[src/logic/irq_power_defs.svh]
`ifndef IRQ_POWER_DEFS_SVH
`define IRQ_POWER_DEFS_SVH

`define NUM_SOURCES 10
// Register byte addresses on the bus.
`define ADDR_SOURCE_ENABLE 8'h00
`define ADDR_EXT_SOURCE_ENABLE 8'h04
`define ADDR_BASE_PRIORITY 8'h08
`define ADDR_EXT_PRIORITY 8'h0C
`define ADDR_EXT_CONTROL 8'h10
`define ADDR_POWER_CONTROL 8'h14
`define ADDR_STATUS 8'h18
`define ADDR_SERVICE 8'h1C
// Field positions.
`define GLOBAL_ENABLE_BIT 7
`define IDLE_BIT 0
`define STOP_BIT 1
`define WDOG_ENABLE_BIT 1
`define WDOG_PRIORITY_BIT 4
`define SERVICE_DONE_BIT 0
`define SERVICE_TAKE_BIT 1
// Reset values.
`define RESET_BYTE 8'h00

`endif

[src/logic/irq_power_pkg.sv]
package irq_power_pkg;
    typedef enum logic [1:0] {
        PWR_RUN = 2'b00,
        PWR_IDLE = 2'b01,
        PWR_STOP = 2'b11
    } power_state_t;

    typedef logic [9:0] source_vec_t;
endpackage

[src/logic/interrupt_and_power_mode_ctrl.sv]
// Implementation choices: the AHB-Lite register port and the address map.
`timescale 1ns/10ps
`include "irq_power_defs.svh"

module interrupt_and_power_mode_ctrl (
    input wire logic clock,
    input wire logic reset,
    input wire logic hsel,
    input wire logic [7:0] haddr,
    input wire logic [1:0] htrans,
    input wire logic hwrite,
    input wire logic [2:0] hsize,
    input wire logic hready,
    input wire logic [31:0] hwdata,
    output logic [31:0] hrdata,
    output logic hreadyout,
    output logic hresp,
    input wire logic [9:0] sourceRequest,
    input wire logic instrDone,
    output logic irqValid,
    output logic [3:0] irqIndex,
    output logic coreSuspend,
    output logic clockHalt,
    output logic analogPowerDown,
    output logic peripheralClockRun
);
    logic [7:0] sourceEnable_r;
    logic [7:0] extSourceEnable_r;
    logic [7:0] basePriority_r;
    logic [7:0] extPriority_r;
    logic [7:0] extControl_r;
    logic [1:0] powerControl_r;
    logic [1:0] powerControl_nxt;
    logic [1:0] activeLevels_r;
    logic [1:0] activeLevels_nxt;
    logic irqValid_r;
    logic [3:0] irqIndex_r;
    logic [31:0] hrdata_r;
    logic [31:0] hrdata_nxt;
    irq_power_pkg::power_state_t state_r;
    irq_power_pkg::power_state_t state_nxt;
    logic hreadyout_r;
    logic coreSuspend_r;
    logic clockHalt_r;
    logic analogPowerDown_r;
    logic peripheralClockRun_r;

    logic wrStrobe;
    logic rdPhase;
    logic [7:0] regAddr;

    ahb_reg_slave u_bus (
        .clock(clock),
        .reset(reset),
        .hsel(hsel),
        .haddr(haddr),
        .htrans(htrans),
        .hwrite(hwrite),
        .hready(hready),
        .wrStrobe(wrStrobe),
        .rdPhase(rdPhase),
        .regAddr(regAddr)
    );

    // Sources in natural order, index 0 served first within a level.
    wire [9:0] enableVec = {
        extControl_r[`WDOG_ENABLE_BIT],
        extSourceEnable_r[1],
        extSourceEnable_r[0],
        sourceEnable_r[6],
        sourceEnable_r[5],
        sourceEnable_r[4],
        sourceEnable_r[3],
        sourceEnable_r[2],
        sourceEnable_r[1],
        sourceEnable_r[0]
    };
    wire [9:0] priorityVec = {
        extPriority_r[`WDOG_PRIORITY_BIT],
        extPriority_r[1],
        extPriority_r[0],
        basePriority_r[6],
        basePriority_r[5],
        basePriority_r[4],
        basePriority_r[3],
        basePriority_r[2],
        basePriority_r[1],
        basePriority_r[0]
    };
    wire globalEnable = sourceEnable_r[`GLOBAL_ENABLE_BIT];
    wire [9:0] enabledReq = sourceRequest & enableVec & {10{globalEnable}};
    wire [9:0] highReq = enabledReq & priorityVec;
    wire [9:0] lowReq = enabledReq & ~priorityVec;

    logic highFound;
    logic [3:0] highIndex;
    logic lowFound;
    logic [3:0] lowIndex;

    irq_priority_pick u_pick_high (
        .pending(highReq),
        .found(highFound),
        .index(highIndex)
    );
    irq_priority_pick u_pick_low (
        .pending(lowReq),
        .found(lowFound),
        .index(lowIndex)
    );

    wire inStop = (state_r == irq_power_pkg::PWR_STOP);
    wire inIdle = (state_r == irq_power_pkg::PWR_IDLE);
    // High may be taken unless a high routine runs; low only when nothing runs.
    wire highOk = highFound & ~activeLevels_r[1];
    wire lowOk = lowFound & ~highFound & (activeLevels_r == 2'b00);
    wire offerValid = (highOk | lowOk) & ~inStop;
    wire [3:0] offerIndex = highOk ? highIndex : lowIndex;

    // Next-state decodes feed the registered power outputs.
    wire nextInStop = (state_nxt == irq_power_pkg::PWR_STOP);
    wire nextInRun = (state_nxt == irq_power_pkg::PWR_RUN);
    // A read costs one wait state, since hrdata is loaded in the first data-phase cycle and stands in the second.
    wire readTake = hsel & hready & htrans[1] & ~hwrite;

    wire wrSrcEn = wrStrobe & (regAddr == `ADDR_SOURCE_ENABLE);
    wire wrExtEn = wrStrobe & (regAddr == `ADDR_EXT_SOURCE_ENABLE);
    wire wrBasePri = wrStrobe & (regAddr == `ADDR_BASE_PRIORITY);
    wire wrExtPri = wrStrobe & (regAddr == `ADDR_EXT_PRIORITY);
    wire wrExtCtl = wrStrobe & (regAddr == `ADDR_EXT_CONTROL);
    wire wrPower = wrStrobe & (regAddr == `ADDR_POWER_CONTROL);
    wire wrService = wrStrobe & (regAddr == `ADDR_SERVICE);
    wire serviceTake = wrService & hwdata[`SERVICE_TAKE_BIT] & irqValid_r;
    wire serviceDone = wrService & hwdata[`SERVICE_DONE_BIT];
    wire takeHigh = serviceTake & priorityVec[irqIndex_r];

    // Power-control bits: set by software, idle cleared by an enabled request.
    always_comb begin
        powerControl_nxt = powerControl_r;
        if (wrPower) begin
            powerControl_nxt = hwdata[1:0];
        end
        if (inStop) begin
            powerControl_nxt[`STOP_BIT] = 1'b1;
        end
        if (inIdle && enabledReq != 10'h000) begin
            powerControl_nxt[`IDLE_BIT] = 1'b0;
        end
    end

    always_comb begin
        state_nxt = state_r;
        unique case (state_r)
            irq_power_pkg::PWR_RUN: begin
                if (instrDone && powerControl_r[`STOP_BIT]) begin
                    state_nxt = irq_power_pkg::PWR_STOP;
                end else if (instrDone && powerControl_r[`IDLE_BIT]) begin
                    state_nxt = irq_power_pkg::PWR_IDLE;
                end
            end
            irq_power_pkg::PWR_IDLE: begin
                if (enabledReq != 10'h000) begin
                    state_nxt = irq_power_pkg::PWR_RUN;
                end else if (powerControl_r[`STOP_BIT]) begin
                    state_nxt = irq_power_pkg::PWR_STOP;
                end
            end
            irq_power_pkg::PWR_STOP: begin
                state_nxt = irq_power_pkg::PWR_STOP;
            end
            default: begin
                state_nxt = irq_power_pkg::PWR_RUN;
            end
        endcase
    end

    // A take and a return may meet in one write; the new level wins.
    always_comb begin
        activeLevels_nxt = activeLevels_r;
        if (serviceDone) begin
            if (activeLevels_r[1]) begin
                activeLevels_nxt[1] = 1'b0;
            end else begin
                activeLevels_nxt[0] = 1'b0;
            end
        end
        if (serviceTake) begin
            if (takeHigh) begin
                activeLevels_nxt[1] = 1'b1;
            end else begin
                activeLevels_nxt[0] = 1'b1;
            end
        end
    end

    wire [31:0] statusWord = {20'h0_0000, activeLevels_r, state_r, irqValid_r, 3'b000, irqIndex_r};

    always_comb begin
        hrdata_nxt = 32'h0000_0000;
        if (rdPhase) begin
            unique case (regAddr)
                `ADDR_SOURCE_ENABLE: hrdata_nxt = {24'h00_0000, sourceEnable_r};
                `ADDR_EXT_SOURCE_ENABLE: hrdata_nxt = {24'h00_0000, extSourceEnable_r};
                `ADDR_BASE_PRIORITY: hrdata_nxt = {24'h00_0000, basePriority_r};
                `ADDR_EXT_PRIORITY: hrdata_nxt = {24'h00_0000, extPriority_r};
                `ADDR_EXT_CONTROL: hrdata_nxt = {24'h00_0000, extControl_r};
                `ADDR_POWER_CONTROL: hrdata_nxt = {30'h000_0000, powerControl_r};
                `ADDR_STATUS: hrdata_nxt = statusWord;
                default: hrdata_nxt = 32'h0000_0000;
            endcase
        end
    end

    always_ff @(posedge clock or posedge reset) begin
        if (reset) begin
            sourceEnable_r <= `RESET_BYTE;
            extSourceEnable_r <= `RESET_BYTE;
            basePriority_r <= `RESET_BYTE;
            extPriority_r <= `RESET_BYTE;
            extControl_r <= `RESET_BYTE;
        end else begin
            if (wrSrcEn) begin
                sourceEnable_r <= hwdata[7:0];
            end
            if (wrExtEn) begin
                extSourceEnable_r <= hwdata[7:0];
            end
            if (wrBasePri) begin
                basePriority_r <= hwdata[7:0];
            end
            if (wrExtPri) begin
                extPriority_r <= hwdata[7:0];
            end
            if (wrExtCtl) begin
                extControl_r <= hwdata[7:0];
            end
        end
    end

    // Reset is the only way out of stop and one way out of idle.
    always_ff @(posedge clock or posedge reset) begin
        if (reset) begin
            state_r <= irq_power_pkg::PWR_RUN;
            powerControl_r <= 2'b00;
            activeLevels_r <= 2'b00;
        end else begin
            state_r <= state_nxt;
            powerControl_r <= powerControl_nxt;
            activeLevels_r <= activeLevels_nxt;
        end
    end

    // The offer is registered, so the core sees a request one cycle after it arrives.
    always_ff @(posedge clock or posedge reset) begin
        if (reset) begin
            irqValid_r <= 1'b0;
            irqIndex_r <= 4'h0;
            hrdata_r <= 32'h0000_0000;
            hreadyout_r <= 1'b1;
        end else begin
            irqValid_r <= offerValid & ~serviceTake;
            irqIndex_r <= offerIndex;
            hrdata_r <= hrdata_nxt;
            hreadyout_r <= ~readTake;
        end
    end

    // The power outputs load from the next state, so they switch on the same edge as the state itself.
    always_ff @(posedge clock or posedge reset) begin
        if (reset) begin
            coreSuspend_r <= 1'b0;
            clockHalt_r <= 1'b0;
            analogPowerDown_r <= 1'b0;
            peripheralClockRun_r <= 1'b1;
        end else begin
            coreSuspend_r <= ~nextInRun;
            clockHalt_r <= nextInStop;
            analogPowerDown_r <= nextInStop;
            peripheralClockRun_r <= ~nextInStop;
        end
    end

    // Registers keep their contents in idle since only the core is suspended.
    assign coreSuspend = coreSuspend_r;
    assign clockHalt = clockHalt_r;
    assign analogPowerDown = analogPowerDown_r;
    assign peripheralClockRun = peripheralClockRun_r;
    assign irqValid = irqValid_r;
    assign irqIndex = irqIndex_r;
    assign hrdata = hrdata_r;
    assign hreadyout = hreadyout_r;
    assign hresp = 1'b0;
endmodule

[src/logic/irq_priority_pick.sv]
`timescale 1ns/10ps
// Picks the lowest-numbered pending source; index 0 is the first in natural order.
module irq_priority_pick (
    input wire logic [9:0] pending,
    output logic found,
    output logic [3:0] index
);
    logic [3:0] pick [0:10];
    logic [10:0] seen;

    assign seen[10] = 1'b0;
    assign pick[10] = 4'h0;

    genvar i;
    generate
        for (i = 0; i < 10; i = i + 1) begin : g_pick
            assign seen[i] = pending[i] | seen[i + 1];
            assign pick[i] = pending[i] ? 4'(i) : pick[i + 1];
        end
    endgenerate

    assign found = seen[0];
    assign index = pick[0];
endmodule

[src/logic/ahb_reg_slave.sv]
`timescale 1ns/10ps
// AHB-Lite slave front end; turns an accepted address phase into a one-cycle data-phase strobe.
module ahb_reg_slave (
    input wire logic clock,
    input wire logic reset,
    input wire logic hsel,
    input wire logic [7:0] haddr,
    input wire logic [1:0] htrans,
    input wire logic hwrite,
    input wire logic hready,
    output logic wrStrobe,
    output logic rdPhase,
    output logic [7:0] regAddr
);
    logic wrPend_r;
    logic rdPend_r;
    logic [7:0] addr_r;
    wire takeAddr = hsel & hready & htrans[1];

    always_ff @(posedge clock or posedge reset) begin
        if (reset) begin
            wrPend_r <= 1'b0;
            rdPend_r <= 1'b0;
            addr_r <= 8'h00;
        end else begin
            wrPend_r <= takeAddr & hwrite;
            rdPend_r <= takeAddr & ~hwrite;
            if (takeAddr) begin
                addr_r <= haddr;
            end
        end
    end

    assign wrStrobe = wrPend_r;
    assign rdPhase = rdPend_r;
    assign regAddr = addr_r;
endmodule

[config.mk]
export PLATFORM = sky130hd
export DESIGN_NAME = interrupt_and_power_mode_ctrl
export DESIGN_NICKNAME = d
export VERILOG_FILES = /design/src/logic/irq_power_pkg.sv /design/src/logic/interrupt_and_power_mode_ctrl.sv /design/src/logic/irq_priority_pick.sv /design/src/logic/ahb_reg_slave.sv
export VERILOG_INCLUDE_DIRS = /design/src /design/src/logic
export SDC_FILE = /design/constraint.sdc
export NUM_CORES = 1
export LEC_CHECK = 0
export ABC_AREA = 1
export BUFFER_PORTS_ARGS = -buffer_cell sky130_fd_sc_hd__buf_2
export CORE_ASPECT_RATIO = 0.5
export CORE_MARGIN = 2
export CORE_UTILIZATION = 30
export CTS_CLUSTER_DIAMETER = 120
export DETAILED_ROUTE_END_ITERATION = 10
export SLEW_MARGIN = 20
export SYNTH_ARGS = -nofsm -noshare
export SYNTH_HDL_FRONTEND = slang
export SYNTH_HIERARCHICAL = 1
export SYNTH_SLANG_ARGS = --single-unit
[constraint.sdc]
create_clock -name clock -period 3.64 [get_ports clock]
set_input_delay 0.546 -clock clock [delete_from_list [all_inputs] [get_ports clock]]
set_output_delay 0.546 -clock clock [all_outputs]
set_load 0.01 [all_outputs]
==> metrics.txt <==
syn_area_per_cell=7.920 µm²; Final Power=0.002785 W; area grow syn2layout=14.08%; first-pass GRT wire length=18650 µm; Final Hold Vio Count=0; Setup CP Type=flop to flop; RSZ-0062 raised after global routing=false; fin util=35.61%; DIE HEIGHT=88.66 µm; xor and xnor area share after synthesis=0%; initial antenna violation count=0; fillers=1466; Mapped Cells=543; largest net degree at the start of global routing=46; Net count, final=657; status=complete, no violations; crit start category=flop; GR Util All Layers=15.88%; Pint=0.001791 W; Req. time, crit path=3870 ps; Seq/Total Area, Yosys=44.86%; Sinks on Clock Net=77; Initial Util=31.22%; complex-gate fraction of the synthesized area=9.514%; part of the power in registers=41.2%; final instance area=4906 µm²; Max Cap Viol=0; worst vdd rail ir drop=0.0001923 V; dominant cells by area after synthesis=dfrtp_1 (44%), nand2_1 (12%), nand3_1 (6.2%), nor2_1 (5.8%), inv_1 (5.5%); 1st-iter DRT viols=228; antenna-violating nets left=0; worst hold margin=204.0 ps; Final Max Tran Viols=0; Cell Area, Placed=4614 µm²; clk slew on worst S/H paths=60 ps; cell mode on critical path=nor2_1; Adder-Cell Fraction of Synth Area=0%; critical path's largest stage delay=530 ps; Crit-path slowest cell=dfrtp_1; Post-route DRC=0; yosys warns=6; crit path DAT=2280 ps; P_leak=2.577 nW; # setup viols final=0; Clk pwr share=31.9%; mapped cell area=4300 µm²; RR Startpoint=sourceEnable_r[7]; routed via count=3654; Pre-antenna DRT Iters=5; crit end category=flop; share of cells above drive strength 1=19.80%; n_diodes=0; Post-CTS Setup Bufs=0; r2r worst-path depth=8; Routed WL per cell=14.42 µm; final WL=11440 µm; setup_tns=0 ps; Pwr per Cell Area=567.7 nW/µm²; CTS Buf Count=9; Vias/cell=4.608; clock skew=10.10 ps; worst slew pin tran=575.9 ps; mux share of post-synthesis cell area=1.047%; switching power=0.0009943 W; CTS Buffer Depth=2; CTS tree=yes; Die W=173.3 µm; Buf/Inv on CP=0; post-DP HPWL=8764 µm; leading area contributor after synthesis=dfrtp_1; vias in the first global route=3522; Synth Area in Simple Gates=32.12%; switching part of the total=35.70%; Crit path max-delay family=simple AND/OR/NAND/NOR gates; Cell Chain, Critical Path=nand3_1, nor2_1, nor2_1, nand3_1, nor2_1, nand2_1, nand2_1, mux2_2; Final period util=56.46%; H-tree levels=3; GRT overflow=0; RR Endpoint=irqIndex[2]; largest family of logic cells by synthesized area=simple AND/OR/NAND/NOR gates; reg2reg setup slack=1580 ps; Cell variety after synth=29; Seq cells post-synth=77; die area=15370 µm²; worst min path class=input pin to asynchronous set/reset pin; row cnt=30; Combinational Power Share=26.8%; share of the synthesized area in the top cell type=43.64%; cts hold-fix bufs=0; Worst slew margin=61.46%; CP max FO=12; Buffers on Ports=54; cells resized by post-CTS repair=0; routability cong.=0.9201; I/O Pins=104; core area=13780 µm²; post-layout min period=2055 ps; clock root cell=clkbuf_16; maximum clock rate=486.6 MHz; WP depth=8; clk_lat worst skew=340 ps
-- synth_stat cells (all sizes together) --
master / n
conb: 1
buf: 33
o211ai: 4
nor2: 78
clkinv: 1
nor3b: 1
dfstp: 2
dfrtp: 75
nor3: 12
a31oi: 4
a21oi: 16
nand4: 11
inv: 65
nand2: 143
mux2: 4
o21ai: 39
nand3: 54
-- cell usage in the layout (no fill, tap or decap), types with 3 or more instances in the layout --
cell       Yosys  routed
nor3_1        12      12
clkinv_2       0       3
nand2_4        5       5
nand4_1       11      11
nor2_1        67      67
nand3_1       53      53
dfrtp_1       75      75
o21ai_0       13      13
a21oi_2        3       3
buf_2          1      54
nand2_1      136     136
a31oi_1        4       4
mux2_2         4       4
clkbuf_16      0       9
a21oi_1       13      13
conb_1         1      21
o211ai_1       4       4
o21ai_2       18      18
nor2_4         7       7
o21ai_1        8       8
inv_1         63      62
-- logic make-up after synthesis --
group | after synthesis
and+or+nand+nor | 299
other | 1
buffers and inverters | 99
DFF | 77
AOI/OAI and AO/OA | 63
muxes | 4
-- per-layer routing --
layer  GRT usage (%)  vias to the layer above  part of all wire (%)
met1           21.67                     1700                    48
met3           3.995                       18                   7.0
met5               0                        -                     0
met2           24.91                      133                    43
li1                -                     1803                     -
met4           5.393                        0                   1.9
-- worst max-delay path by stage --
stage,startpoint,to,slack (ps)
floorplan,reset,activeLevels_r[0],1410
global placement,sourceRequest[6],irqIndex[1],1580
detailed placement,sourceRequest[6],irqIndex[2],1570
CTS,sourceEnable_r[7],irqIndex[2],1620
global route,sourceEnable_r[7],irqIndex[2],1400
finish,sourceEnable_r[7],irqIndex[2],1580
-- power groups by stage --
stage	Sequential (W)	Clock, W	Combinational [W]
3_3_place_gp	0.00116	0	0.000723
5_1_grt	0.00117	0.000952	0.000848
2_1_floorplan	0.00113	0	0.000560
3_5_place_dp	0.00116	0	0.000739
6_report	0.00115	0.000889	0.000748
4_1_cts	0.00115	0.000915	0.000741
-- final cells by class --
class | instances | area (µm²) | area share, %
Clock buffer | 10 | 229.0 | 4.667
Sequential cell | 77 | 1929 | 39.33
Timing Repair Buffer | 55 | 277.8 | 5.662
Clock inverter | 6 | 62.56 | 1.275
Multi-Input combinational cell | 387 | 1914 | 39.02
Tap cell | 192 | 240.2 | 4.897
Inverter | 66 | 252.7 | 5.152
-- worst reg2reg max path, stage by stage (launching register included) --
cell and delay (ps):
dfrtp_1 530, nand3_1 250, nor2_1 90, nor2_1 200
nand3_1 140, nor2_1 130, nand2_1 80, nand2_1 170
mux2_2 360
-- registers in the layout (all words and copies together), names as in the netlist --
register and cells:
hrdata 12, basePriority_r 8, extControl_r 8, extPriority_r 8, extSourceEnable_r 8, sourceEnable_r 8
u_bus/regAddr 8, irqIndex 4, activeLevels_r 2, powerControl_r 2, state_r 2, analogPowerDown 1
coreSuspend 1, hreadyout 1, irqValid 1, peripheralClockRun 1, u_bus/rdPhase 1, u_bus/wrStrobe 1
-- per-stage QoR --
step           std cells  worst slack [ps]
2_1_floorplan        563              1414
3_3_place_gp         777              1578
3_5_place_dp         777              1568
4_1_cts              793              1624
5_1_grt              793              1400
6_report             793              1585
Power figures use the tool's default switching activity.
